## config.mk

```make
export PLATFORM = sky130hd
export DESIGN_NAME = dpflag_ctrl
export DESIGN_NICKNAME = d
export VERILOG_FILES = /design/src/pkg/dpflag_pkg.sv /design/src/logic/port_cycle.sv /design/src/logic/dpflag_ctrl.sv
export SDC_FILE = /design/constraint.sdc
export NUM_CORES = 1
export LEC_CHECK = 0
export ABC_CLOCK_PERIOD_IN_PS = 3100
export BUFFER_PORTS_ARGS = -buffer_cell sky130_fd_sc_hd__buf_2
export CAP_MARGIN = 40
export CORE_UTILIZATION = 56
export DETAILED_ROUTE_END_ITERATION = 16
export GPL_ROUTABILITY_DRIVEN = 0
export GPL_TIMING_DRIVEN = 1
export PLACE_DENSITY = 0.88
export SETUP_SLACK_MARGIN = 0.1
export SYNTH_ARGS = -nofsm -noshare
export SYNTH_HDL_FRONTEND = slang
export SYNTH_HIERARCHICAL = 1
export SYNTH_SLANG_ARGS = --single-unit
```

## constraint.sdc

```tcl
create_clock -name aclk -period 3.1 [get_ports aclk]
set_clock_uncertainty 0.2 [all_clocks]
set_input_delay 0.62 -clock aclk [delete_from_list [all_inputs] [get_ports aclk]]
set_output_delay 0.62 -clock aclk [all_outputs]
set_load 0.01 [all_outputs]
```

## src/pkg/dpflag_pkg.sv

```systemverilog
// constants shared by the dual-port flag controller and its pin sequencer
`default_nettype none

package dpflag_pkg;

  // --------------------------------------------------------------------------
  // clock and pin timing
  // --------------------------------------------------------------------------
  localparam int CLK_PERIOD_NS           = 5;
  localparam int ACCESS_NS               = 25;  // address or enable to data valid
  localparam int WRITE_PULSE_NS          = 20;  // least write strobe width
  localparam int FLAG_REFRESH_PULSE_NS   = 12;  // least fresh select for a flag read
  localparam int RELEASE_TO_DATA_DELAY_NS = 25; // busy high to valid read data
  localparam int SLAVE_WRITE_RELEASE_HOLD_NS = 17; // strobe held after busy high

  // least times round up to whole cycles
  localparam int ACCESS_CYC  = (ACCESS_NS + CLK_PERIOD_NS - 1) / CLK_PERIOD_NS;
  localparam int PULSE_CYC   = (WRITE_PULSE_NS + CLK_PERIOD_NS - 1) / CLK_PERIOD_NS;
  localparam int REFRESH_CYC = (FLAG_REFRESH_PULSE_NS + CLK_PERIOD_NS - 1) / CLK_PERIOD_NS;
  localparam int BDD_CYC     = (RELEASE_TO_DATA_DELAY_NS + CLK_PERIOD_NS - 1) / CLK_PERIOD_NS;
  localparam int HOLD_CYC    = (SLAVE_WRITE_RELEASE_HOLD_NS + CLK_PERIOD_NS - 1)
                               / CLK_PERIOD_NS;

  // strobe lengths, the longest of the figures that apply
  localparam int RD_MAX1 = (ACCESS_CYC > REFRESH_CYC) ? ACCESS_CYC : REFRESH_CYC;
  localparam int RD_CYC  = (RD_MAX1 > BDD_CYC) ? RD_MAX1 : BDD_CYC;
  localparam int WR_CYC  = (PULSE_CYC > HOLD_CYC) ? PULSE_CYC : HOLD_CYC;
  localparam int CNT_W   = 4;
  localparam logic [CNT_W-1:0] READ_CYC  = CNT_W'(RD_CYC);
  localparam logic [CNT_W-1:0] WRITE_CYC = CNT_W'(WR_CYC);

  // --------------------------------------------------------------------------
  // command codes
  // --------------------------------------------------------------------------
  localparam logic [1:0] OP_RAM_READ   = 2'h0;
  localparam logic [1:0] OP_RAM_WRITE  = 2'h1;
  localparam logic [1:0] OP_FLAG_READ  = 2'h2;
  localparam logic [1:0] OP_FLAG_WRITE = 2'h3;
  localparam int OP_WRITE_BIT = 0;
  localparam int OP_FLAG_BIT  = 1;

  // --------------------------------------------------------------------------
  // register map
  // --------------------------------------------------------------------------
  localparam int         AXI_ADDR_W  = 8;
  localparam logic [7:0] OFS_CMD     = 8'h00;
  localparam logic [7:0] OFS_ADDR    = 8'h04;
  localparam logic [7:0] OFS_WDATA   = 8'h08;
  localparam logic [7:0] OFS_RDATA   = 8'h0c;
  localparam logic [7:0] OFS_STATUS  = 8'h10;
  localparam logic [7:0] OFS_MASK    = 8'hfc;
  localparam int ST_ACTIVE_BIT  = 0;
  localparam int ST_DONE_BIT    = 1;
  localparam int ST_BLOCKED_BIT = 2;
  localparam int ST_REFUSED_BIT = 3;
  localparam int ST_MBOX_BIT    = 4;
  localparam int ST_BUSYN_BIT   = 5;
  localparam logic [1:0] RESP_OKAY   = 2'h0;
  localparam logic [1:0] RESP_SLVERR = 2'h2;

endpackage

`default_nettype wire

```

## src/logic/port_cycle.sv

```systemverilog
// pin sequencer that runs one access on a dual-port memory port
`default_nettype none

module port_cycle
  import dpflag_pkg::*;
#(
  parameter int ADDR_W = 14
)(
  // clock and reset
  input  wire logic              aclk,
  input  wire logic              aresetn,
  // command side
  input  wire logic              start,
  input  wire logic [1:0]        op,
  input  wire logic [ADDR_W-1:0] addr,
  input  wire logic [7:0]        wdata,
  output logic                   active,
  output logic                   done,
  output logic                   blocked,
  output logic [7:0]             rdata,
  // memory port pins
  output logic [ADDR_W-1:0]      port_addr,
  output logic                   ce_n,
  output logic                   flag_space_select_n,
  output logic                   rw_n,
  output logic                   oe_n,
  output logic [7:0]             data_out,
  output logic                   data_oe_n,
  input  wire logic [7:0]        data_in,
  input  wire logic              busy_n
);

  typedef enum logic [1:0] {ST_IDLE, ST_SETUP, ST_STROBE, ST_END} state_type;

  state_type        state_reg;
  logic [1:0]       op_reg;
  logic [CNT_W-1:0] cnt_reg;
  logic             finish;
  logic             is_write;

  assign is_write = op_reg[OP_WRITE_BIT];
  assign finish   = (state_reg == ST_STROBE) && busy_n && (cnt_reg == CNT_W'(1));
  assign active   = (state_reg != ST_IDLE);

  // --------------------------------------------------------------------------
  // sequence
  // --------------------------------------------------------------------------
  // state and strobe counter; busy low restarts the count so the wait covers
  // both the data delay and the write hold after release
  always_ff @(posedge aclk)
  begin
    if (!aresetn)
    begin
      state_reg <= ST_IDLE;
      op_reg    <= OP_RAM_READ;
      cnt_reg   <= '0;
    end
    else
    begin
      unique case (state_reg)
        ST_IDLE:
        begin
          if (start)
          begin
            op_reg    <= op;
            state_reg <= ST_SETUP;
          end
        end
        ST_SETUP:
        begin
          cnt_reg   <= is_write ? WRITE_CYC : READ_CYC;
          state_reg <= ST_STROBE;
        end
        ST_STROBE:
        begin
          // hold strobe while busy low
          if (!busy_n)
            cnt_reg <= is_write ? WRITE_CYC : READ_CYC;
          else if (finish)
            state_reg <= ST_END;
          else
            cnt_reg <= cnt_reg - CNT_W'(1);
        end
        ST_END:
          state_reg <= ST_IDLE;
      endcase
    end
  end

  // --------------------------------------------------------------------------
  // pins
  // --------------------------------------------------------------------------
  // address and data settle a cycle before any strobe falls
  always_ff @(posedge aclk)
  begin
    if (!aresetn)
    begin
      port_addr           <= '0;
      ce_n                <= 1'b1;
      flag_space_select_n <= 1'b1;
      rw_n                <= 1'b1;
      oe_n                <= 1'b1;
      data_out            <= '0;
      data_oe_n           <= 1'b1;
    end
    else
    begin
      // address moves only while write strobe is high
      if (state_reg == ST_IDLE && start)
      begin
        port_addr <= addr;
        data_out  <= wdata;
        // drive data only for writes
        data_oe_n <= !op[OP_WRITE_BIT];
      end
      if (state_reg == ST_SETUP)
      begin
        // select exactly one space
        ce_n                <= op_reg[OP_FLAG_BIT];
        flag_space_select_n <= !op_reg[OP_FLAG_BIT];
        rw_n                <= !is_write;
        oe_n                <= is_write;
      end
      // every read gets its own select pulse
      if (finish)
      begin
        ce_n                <= 1'b1;
        flag_space_select_n <= 1'b1;
        rw_n                <= 1'b1;
        oe_n                <= 1'b1;
      end
      if (state_reg == ST_END)
        data_oe_n <= 1'b1;  // zero data hold is enough, one cycle kept anyway
    end
  end

  // results: data captured on the edge the strobes rise
  always_ff @(posedge aclk)
  begin
    if (!aresetn)
    begin
      rdata   <= '0;
      done    <= 1'b0;
      blocked <= 1'b0;
    end
    else
    begin
      done    <= (state_reg == ST_END);
      blocked <= (state_reg == ST_STROBE) && !busy_n;
      if (finish && !is_write)
        rdata <= data_in;
    end
  end

  // --------------------------------------------------------------------------
  // checks
  // --------------------------------------------------------------------------
  a_one_space_only: assert property (@(posedge aclk) disable iff (!aresetn)
    !(!ce_n && !flag_space_select_n))
    else $error("both spaces selected at once");

  a_addr_write_safe: assert property (@(posedge aclk) disable iff (!aresetn)
    !$stable(port_addr) |-> rw_n && $past(rw_n))
    else $error("address changed with write strobe low");

  a_read_no_drive: assert property (@(posedge aclk) disable iff (!aresetn)
    !data_oe_n |-> oe_n && $past(oe_n))
    else $error("data driven while output enable low");

  a_flag_pulse_width: assert property (@(posedge aclk) disable iff (!aresetn)
    $fell(flag_space_select_n) |-> !flag_space_select_n [*3])
    else $error("flag select pulse too short");

  a_slave_write_hold: assert property (@(posedge aclk) disable iff (!aresetn)
    $rose(busy_n) && !rw_n && !ce_n |-> !rw_n [*4])
    else $error("write ended too soon after busy release");

  a_strobe_with_select: assert property (@(posedge aclk) disable iff (!aresetn)
    $fell(rw_n) |-> ($fell(ce_n) ^ $fell(flag_space_select_n)) ##1 !data_oe_n)
    else $error("write strobe without one space select");

endmodule // port_cycle

`default_nettype wire

```

## src/logic/dpflag_ctrl.sv

```systemverilog
// host controller for one port of a dual-port memory with semaphore flags
//
// Operation
// enable low with select high is memory; enable high, select low is flags.
// device drives flag state on reads of flag space with output enable low.
// device updates addressed flag on writes into flag space.
// never both selects low; data floats unless writing with output enable high.
// a write happens only while write strobe and a select overlap low.
// address lines change only while the write strobe is high.
// select falling with or after write strobe keeps device outputs floating.
// flags start released and free for both ports.
// simultaneous flag requests: exactly one port wins, unpredictably.
// each flag read needs a fresh select pulse of at least 12 ns.
// writing 0 takes a free flag; holder writing 1 passes or frees it.
// matching addresses drive busy low to the loser until they differ.
// enable falling onto a match asserts busy; it clears after enable rises.
// accesses closer than the priority window still block exactly one side.
// in slave mode no write ends while busy low; hold 17 ns after.
// a read blocked by busy yields data within 25 ns of release.
// left write to top address drives the right mailbox flag low.
// right read of top address releases the right mailbox flag.
// right write one below top drives the left mailbox flag low.
// left read one below top releases the left mailbox flag.
// a mailbox access blocked by busy leaves the flag unchanged.
// mailbox locations still store ordinary data bytes.
`default_nettype none

module dpflag_ctrl
  import dpflag_pkg::*;
#(
  parameter int ADDR_W = 14
)(
  // clock and reset
  input  wire logic                  aclk,
  input  wire logic                  aresetn,
  // axi4-lite write address and data
  input  wire logic [AXI_ADDR_W-1:0] awaddr,
  input  wire logic                  awvalid,
  output logic                       awready,
  input  wire logic [31:0]           wdata,
  input  wire logic [3:0]            wstrb,
  input  wire logic                  wvalid,
  output logic                       wready,
  // axi4-lite write response
  output logic [1:0]                 bresp,
  output logic                       bvalid,
  input  wire logic                  bready,
  // axi4-lite read
  input  wire logic [AXI_ADDR_W-1:0] araddr,
  input  wire logic                  arvalid,
  output logic                       arready,
  output logic [31:0]                rdata,
  output logic [1:0]                 rresp,
  output logic                       rvalid,
  input  wire logic                  rready,
  // memory port pins
  output logic [ADDR_W-1:0]          port_addr,
  output logic                       ce_n,
  output logic                       flag_space_select_n,
  output logic                       rw_n,
  output logic                       oe_n,
  output logic [7:0]                 data_out,
  output logic                       data_oe_n,
  input  wire logic [7:0]            data_in,
  input  wire logic                  busy_n,
  input  wire logic                  mailbox_int_n
);

  // the sequencer addresses 8k or 16k parts only
  if (ADDR_W < 13 || ADDR_W > 14)
  begin : g_bad_width
    $error("ADDR_W must be 13 or 14");
  end

  logic [AXI_ADDR_W-1:0] awaddr_reg;
  logic [31:0]           wdata_reg;
  logic [3:0]            wstrb_reg;
  logic                  aw_hold_reg;
  logic                  w_hold_reg;
  logic                  do_write;
  logic [7:0]            wofs;
  logic [7:0]            rofs;
  logic [1:0]            op_reg;
  logic [ADDR_W-1:0]     addr_reg;
  logic [7:0]            wbyte_reg;
  logic                  start_reg;
  logic                  done_reg;
  logic                  blocked_reg;
  logic                  refused_reg;
  logic                  seq_active;
  logic                  seq_done;
  logic                  seq_blocked;
  logic [7:0]            seq_rdata;
  logic                  cmd_write;
  logic                  status_write;
  logic                  wmapped;
  logic                  rmapped;
  logic [31:0]           rmux;

  assign do_write     = aw_hold_reg && w_hold_reg && !bvalid;
  assign wofs         = awaddr_reg & OFS_MASK;
  assign rofs         = araddr & OFS_MASK;
  assign cmd_write    = do_write && (wofs == OFS_CMD) && wstrb_reg[0];
  assign status_write = do_write && (wofs == OFS_STATUS) && wstrb_reg[0];
  assign wmapped      = (wofs == OFS_CMD) || (wofs == OFS_ADDR) || (wofs == OFS_WDATA)
                        || (wofs == OFS_RDATA) || (wofs == OFS_STATUS);
  assign rmapped      = (rofs == OFS_CMD) || (rofs == OFS_ADDR) || (rofs == OFS_WDATA)
                        || (rofs == OFS_RDATA) || (rofs == OFS_STATUS);

  // --------------------------------------------------------------------------
  // write channels
  // --------------------------------------------------------------------------
  // address and data are caught in either order; ready stays low until the
  // response is taken, so one write at a time is under way
  always_ff @(posedge aclk)
  begin
    if (!aresetn)
    begin
      aw_hold_reg <= 1'b0;
      awaddr_reg  <= '0;
      awready     <= 1'b0;
    end
    else if (awvalid && awready)
    begin
      aw_hold_reg <= 1'b1;
      awaddr_reg  <= awaddr;
      awready     <= 1'b0;
    end
    else
    begin
      if (do_write)
        aw_hold_reg <= 1'b0;
      if (!aw_hold_reg && !bvalid && !do_write)
        awready <= 1'b1;
    end
  end

  always_ff @(posedge aclk)
  begin
    if (!aresetn)
    begin
      w_hold_reg <= 1'b0;
      wdata_reg  <= '0;
      wstrb_reg  <= '0;
      wready     <= 1'b0;
    end
    else if (wvalid && wready)
    begin
      w_hold_reg <= 1'b1;
      wdata_reg  <= wdata;
      wstrb_reg  <= wstrb;
      wready     <= 1'b0;
    end
    else
    begin
      if (do_write)
        w_hold_reg <= 1'b0;
      if (!w_hold_reg && !bvalid && !do_write)
        wready <= 1'b1;
    end
  end

  // response one cycle after both halves are held
  always_ff @(posedge aclk)
  begin
    if (!aresetn)
    begin
      bvalid <= 1'b0;
      bresp  <= RESP_OKAY;
    end
    else if (do_write)
    begin
      bvalid <= 1'b1;
      bresp  <= wmapped ? RESP_OKAY : RESP_SLVERR;
    end
    else if (bready)
      bvalid <= 1'b0;
  end

  // --------------------------------------------------------------------------
  // registers
  // --------------------------------------------------------------------------
  // command parameters; byte lanes honoured per field
  always_ff @(posedge aclk)
  begin
    if (!aresetn)
    begin
      op_reg    <= OP_RAM_READ;
      addr_reg  <= '0;
      wbyte_reg <= '0;
    end
    else if (do_write)
    begin
      if (cmd_write && !seq_active && !start_reg)
        op_reg <= wdata_reg[1:0];
      if (wofs == OFS_ADDR)
      begin
        if (wstrb_reg[0])
          addr_reg[7:0] <= wdata_reg[7:0];
        if (wstrb_reg[1])
          addr_reg[ADDR_W-1:8] <= wdata_reg[ADDR_W-1:8];
      end
      if (wofs == OFS_WDATA && wstrb_reg[0])
        wbyte_reg <= wdata_reg[7:0];
    end
  end

  // a command written while an access runs is dropped, not queued
  always_ff @(posedge aclk)
  begin
    if (!aresetn)
      start_reg <= 1'b0;
    else
      start_reg <= cmd_write && !seq_active && !start_reg;
  end

  // sticky status; a new event in the clearing cycle survives the clear
  always_ff @(posedge aclk)
  begin
    if (!aresetn)
    begin
      done_reg    <= 1'b0;
      blocked_reg <= 1'b0;
      refused_reg <= 1'b0;
    end
    else
    begin
      done_reg    <= seq_done
                     || (done_reg && !(status_write && wdata_reg[ST_DONE_BIT]));
      blocked_reg <= seq_blocked
                     || (blocked_reg && !(status_write && wdata_reg[ST_BLOCKED_BIT]));
      refused_reg <= (cmd_write && (seq_active || start_reg))
                     || (refused_reg && !(status_write && wdata_reg[ST_REFUSED_BIT]));
    end
  end

  // --------------------------------------------------------------------------
  // read channel
  // --------------------------------------------------------------------------
  // read data mux; the mailbox pin is shown inverted, the busy pin as a plain level
  always_comb
  begin
    rmux = '0;
    unique case (rofs)
      OFS_CMD:    rmux[1:0] = op_reg;
      OFS_ADDR:   rmux[ADDR_W-1:0] = addr_reg;
      OFS_WDATA:  rmux[7:0] = wbyte_reg;
      OFS_RDATA:  rmux[7:0] = seq_rdata;
      OFS_STATUS:
      begin
        rmux[ST_ACTIVE_BIT]  = seq_active || start_reg;
        rmux[ST_DONE_BIT]    = done_reg;
        rmux[ST_BLOCKED_BIT] = blocked_reg;
        rmux[ST_REFUSED_BIT] = refused_reg;
        rmux[ST_MBOX_BIT]    = !mailbox_int_n;
        rmux[ST_BUSYN_BIT]   = busy_n;
      end
      default:    rmux = '0;
    endcase
  end

  always_ff @(posedge aclk)
  begin
    if (!aresetn)
    begin
      arready <= 1'b0;
      rvalid  <= 1'b0;
      rdata   <= '0;
      rresp   <= RESP_OKAY;
    end
    else if (arvalid && arready)
    begin
      arready <= 1'b0;
      rvalid  <= 1'b1;
      rdata   <= rmux;
      rresp   <= rmapped ? RESP_OKAY : RESP_SLVERR;
    end
    else if (rvalid && rready)
    begin
      rvalid  <= 1'b0;
      arready <= 1'b1;
    end
    else if (!rvalid)
      arready <= 1'b1;
  end

  // --------------------------------------------------------------------------
  // pin sequencer
  // --------------------------------------------------------------------------
  port_cycle #(
    .ADDR_W (ADDR_W)
  ) u_cycle (
    .aclk                (aclk),
    .aresetn             (aresetn),
    .start               (start_reg),
    .op                  (op_reg),
    .addr                (addr_reg),
    .wdata               (wbyte_reg),
    .active              (seq_active),
    .done                (seq_done),
    .blocked             (seq_blocked),
    .rdata               (seq_rdata),
    .port_addr           (port_addr),
    .ce_n                (ce_n),
    .flag_space_select_n (flag_space_select_n),
    .rw_n                (rw_n),
    .oe_n                (oe_n),
    .data_out            (data_out),
    .data_oe_n           (data_oe_n),
    .data_in             (data_in),
    .busy_n              (busy_n)
  );

endmodule // dpflag_ctrl

`default_nettype wire

```

==> metrics.sh <==
NETS=730
WORSTPATHREQUIRED_NS=3.30
WORST-ENDPOINT-ARRIVAL_NS=2.40
OVERFLOW=0
FIRST_PASS_GRT_WIRE_LENGTH_MM=20.79
ROUTED.TOP_LAYER='met4'
GRT_USAGE=0.2796
WL_MET2_MM=6.311
FILLERS=625
CLOCK_TREE.HTREE_LEVEL_COUNT=4
FINAL_PERIOD_MINUS_WORST_SETUP_SLACK_NS=2.203
RSZ0062_AT_GRT='false'
SEQUENTIALPOWERSHARE=0.383
CELLINTERNALPOWER_W=0.003238
NETLIST_AREA_MM2=0.005052
ANTENNA_FOUND_INITIAL=0
HOLD_VIOLATIONS=0
POST_SYNTH_FA_HA_MAJ_AREA_FRACTION=0.01486
WL_MET1_MM=5.137
FMAX_MHz=453.9
DESIGN.PORTCOUNT=137
CORE-AREA_MM2=0.008721
TRITONCTS_NUM_SINKS=118
SYNTH-COMPOUND-AREA-SHARE=0.1716
CTS_RESIZED=0
GRT_START_MAX_NET_PINS=86
POWER_PER_CELL_AREA_mW_PER_MM2=691.9
PATH_MAX_FANOUT=8
P_COMB_FRAC=0.099
SYNTH_SIMPLE_GATE_AREA_SHARE=0.2261
DIE_SPAN_X_UM=96.99
SYNTH-EDFF-COUNT=0
SYNTH_ASYNC_SR_FLOP_SHARE=0
POSTSYNTHAREAPERCELL_UM2=8.787
PORT-BUFFER-COUNT=92
SYNTH_SEQUENTIAL_AREA_RATIO=0.4676
FLOORPLAN.DIE_AREA_MM2=0.009406
WL_PER_CELL_UM=16.65
SLEW-LIMIT-HEADROOM=0.3601
VIA_PER_INST=5.809
CTS.REPAIR_TIMING.SETUP_BUFFER_COUNT=0
DETAIL_ROUTE.WIRELENGTH_MM=12.92
MOST_INSTANTIATED_FLIP_FLOP_CELL_IN_THE_SYNTHESIS_NETLIST='sky130_fd_sc_hd__dfxtp_1'
CLK-INSERTION-DELAY-LATE_NS=0.52
DETAIL_ROUTE.DRC_VIOLATIONS=0
POWER.SHARE.SWITCHING=0.2363
SYNTH_XOR_AREA_FRAC=0
POWER.IR.VDD_WORST_uV=473.8
LAYOUT_WORST_PATH_CYCLE_SHARE=0.7106
CAP_VIOLATIONS=0
MET3_WIRE_LENGTH_MM=1.065
INITIAL_UTILIZATION=0.5793
YOSYSUNIQUECELLTYPES=56
CTS-HOLD-FIX-BUFFERS=0
DIE_HEIGHT_UM=96.99
POST_SYNTH_MUX_AREA_SHARE=0.05151
SETUP.WORST_PATH.END_CLASS='flop'
PWR-SHARE-CLK=0.518
CLK_PIN_SLEW_NS=0.06
POWER.STATIC_LEAKAGE_nW=2.388
SETUP_VIOL=0
SYN_INST=575
CRITPATHLAUNCHTYPE='flop'
COMBINATIONAL_FAMILY_WITH_THE_MOST_AREA_AFTER_SYNTHESIS='simple AND/OR/NAND/NOR gates'
AREA_ADDED_BETWEEN_SYNTHESIS_AND_FINISH_PCT=21.30
CTS_TREE='done'
FINAL_MAX_SLEW_VIOL_COUNT=0
DP_HPWL_MM=8.400
POSTROUTEANTENNANETS=0
ROOT_BUFFER_SELECTED_BY_CTS='sky130_fd_sc_hd__clkbuf_8'
FRACTION_OF_LAYOUT_INSTANCES_USING_A_DRIVE_STRENGTH_ABOVE_1=0.2156
FINAL.SETUP.TNS_NS=0
FINAL_DESIGN_AREA_NO_FILL_MM2=0.006128
AREA_OF_PLACED_INSTANCES_MM2=0.005460
YOSYSWARNINGCOUNT=6
ANTENNA_CELLS=0
STATUS='finished clean'
P_SW_W=0.001002
CRIT_TYPE='flop to flop'
HOLD_CLASS='input port to flop'
CTS-BUFFERS-INSERTED=17
NUMBER_OF_DRC_MARKERS_AFTER_THE_INITIAL_DETAILED_ROUTE_ITERATION=372
TIGHTEST_SLEW_NS=0.9599
CTSLONGESTPATHBUFFERS=2
FLOORPLAN.ROWS=34
DETAILROUTE.VIA_COUNT=4508
SYNTH-SEQ-CELLS=118
DETAIL_ROUTE.FIRST_PASS.ITERATIONS=5
GRT_PASS1_VIAS=4381
synth_stat cells, types with 3 or more instances:
master / number / area share
sky130_fd_sc_hd__and2_1: 5 / 0.0062
sky130_fd_sc_hd__nand3_1: 30 / 0.030
sky130_fd_sc_hd__a31oi_1: 3 / 0.0037
sky130_fd_sc_hd__buf_2: 6 / 0.0059
sky130_fd_sc_hd__a2bb2oi_1: 4 / 0.0069
sky130_fd_sc_hd__ha_1: 6 / 0.015
sky130_fd_sc_hd__a21oi_1: 37 / 0.037
sky130_fd_sc_hd__nor3_1: 6 / 0.0059
sky130_fd_sc_hd__o21a_1: 7 / 0.010
sky130_fd_sc_hd__nor2_1: 6 / 0.0045
sky130_fd_sc_hd__mux2_2: 6 / 0.013
sky130_fd_sc_hd__a22o_1: 8 / 0.014
sky130_fd_sc_hd__a21boi_0: 26 / 0.039
sky130_fd_sc_hd__nor2b_1: 27 / 0.033
sky130_fd_sc_hd__nor4_1: 4 / 0.0050
sky130_fd_sc_hd__dfxtp_1: 118 / 0.47
sky130_fd_sc_hd__clkbuf_1: 27 / 0.020
sky130_fd_sc_hd__o21ai_1: 7 / 0.0069
sky130_fd_sc_hd__a22oi_1: 4 / 0.0059
sky130_fd_sc_hd__o21ai_0: 25 / 0.025
sky130_fd_sc_hd__inv_1: 13 / 0.0097
sky130_fd_sc_hd__buf_4: 21 / 0.031
sky130_fd_sc_hd__mux2i_1: 17 / 0.034
sky130_fd_sc_hd__nand4_1: 4 / 0.0050
sky130_fd_sc_hd__nand2b_1: 7 / 0.0087
sky130_fd_sc_hd__nand2_1: 114 / 0.085
layout by cell type, fill, tap and decap left out, types with 7 or more instances in the layout:
cell / synthesis / layout
sky130_fd_sc_hd__a21boi_0: 26 / 26
sky130_fd_sc_hd__a21oi_1: 37 / 37
sky130_fd_sc_hd__a22o_1: 8 / 8
sky130_fd_sc_hd__buf_2: 6 / 92
sky130_fd_sc_hd__clkbuf_16: 0 / 16
sky130_fd_sc_hd__conb_1: 1 / 20
sky130_fd_sc_hd__dfxtp_1: 118 / 118
sky130_fd_sc_hd__inv_1: 13 / 13
sky130_fd_sc_hd__mux2i_1: 17 / 17
sky130_fd_sc_hd__nand2_1: 114 / 114
sky130_fd_sc_hd__nand2b_1: 7 / 7
sky130_fd_sc_hd__nand3_1: 30 / 30
sky130_fd_sc_hd__nor2b_1: 27 / 27
sky130_fd_sc_hd__o21a_1: 7 / 7
sky130_fd_sc_hd__o21ai_0: 25 / 25
sky130_fd_sc_hd__o21ai_1: 7 / 7
layout make-up:
cell class	instances	area [µm²]	area share
multi-input combinational	408	2420	0.3949
clock buffer	20	445.4	0.07268
tap	108	135.1	0.02205
sequential	118	2362	0.3855
clock inverter	12	222.7	0.03634
timing repair buffer	96	490.5	0.08003
inverter	14	52.55	0.008575
power groups by stage:
stage / Sequential, W / Combinational (W) / Clock, W
floorplan: 0.00165 / 0.000309 / 0
global placement: 0.00165 / 0.000381 / 0
detailed placement: 0.00165 / 0.000404 / 0
CTS: 0.00162 / 0.000412 / 0.00220
global route: 0.00163 / 0.000455 / 0.00227
finish: 0.00163 / 0.000419 / 0.00220
logic make-up (layout without fill, tap and decap cells):
family / after synthesis / after routing
simple gates: 224 / 224
compound gates: 134 / 134
flops: 118 / 118
buf+inv: 68 / 142
mux: 24 / 24
fa+ha+maj: 6 / 6
other cells: 1 / 20
critical path, cell delays in order (launching register included):
cell and delay, ns:
sky130_fd_sc_hd__dfxtp_1 0.36, sky130_fd_sc_hd__nand3b_1 0.35, sky130_fd_sc_hd__nor4_4 0.77, sky130_fd_sc_hd__mux2i_1 0.31, sky130_fd_sc_hd__nor2b_1 0.09
worst paths after layout:
| check | from | endpoint | slack [ns] | depth (start not counted) |
|---|---|---|---|---|
| setup reg to reg | bvalid | addr_reg[6] | 0.90 | 4 |
| hold / removal | wdata[5] | wdata_reg[5] | 0.16 | 3 |
| setup / recovery | bvalid | addr_reg[6] | 0.90 | 4 |
| hold reg to reg | u_cycle/data_out[2] | u_cycle/data_out[2] | 0.25 | 2 |
metrics by stage:
| step | std cells | setup slack (ns) | total power [W] | utilization | hold slack (ns) |
|---|---|---|---|---|---|
| 2_1_floorplan | 594 | 1.028 | 0.001955 | - | 0.2364 |
| 5_1_grt | 776 | 0.6736 | 0.004355 | 0.7027 | 0.1562 |
| 3_3_place_gp | 744 | 0.9325 | 0.002030 | 0.6261 | 0.2402 |
| 4_1_cts | 776 | 0.8993 | 0.004238 | 0.7027 | 0.1466 |
| 6_report | 776 | 0.8971 | 0.004240 | 0.7027 | 0.1571 |
| 3_5_place_dp | 744 | 0.8661 | 0.002058 | 0.6261 | 0.2443 |
metal layers:
layer,up-vias,track usage
li1,2113,-
met1,2102,0.3293
met2,250,0.4756
met3,43,0.05925
met4,0,0.1493
met5,-,0
No activity file was read; power rests on OpenSTA's default activity.
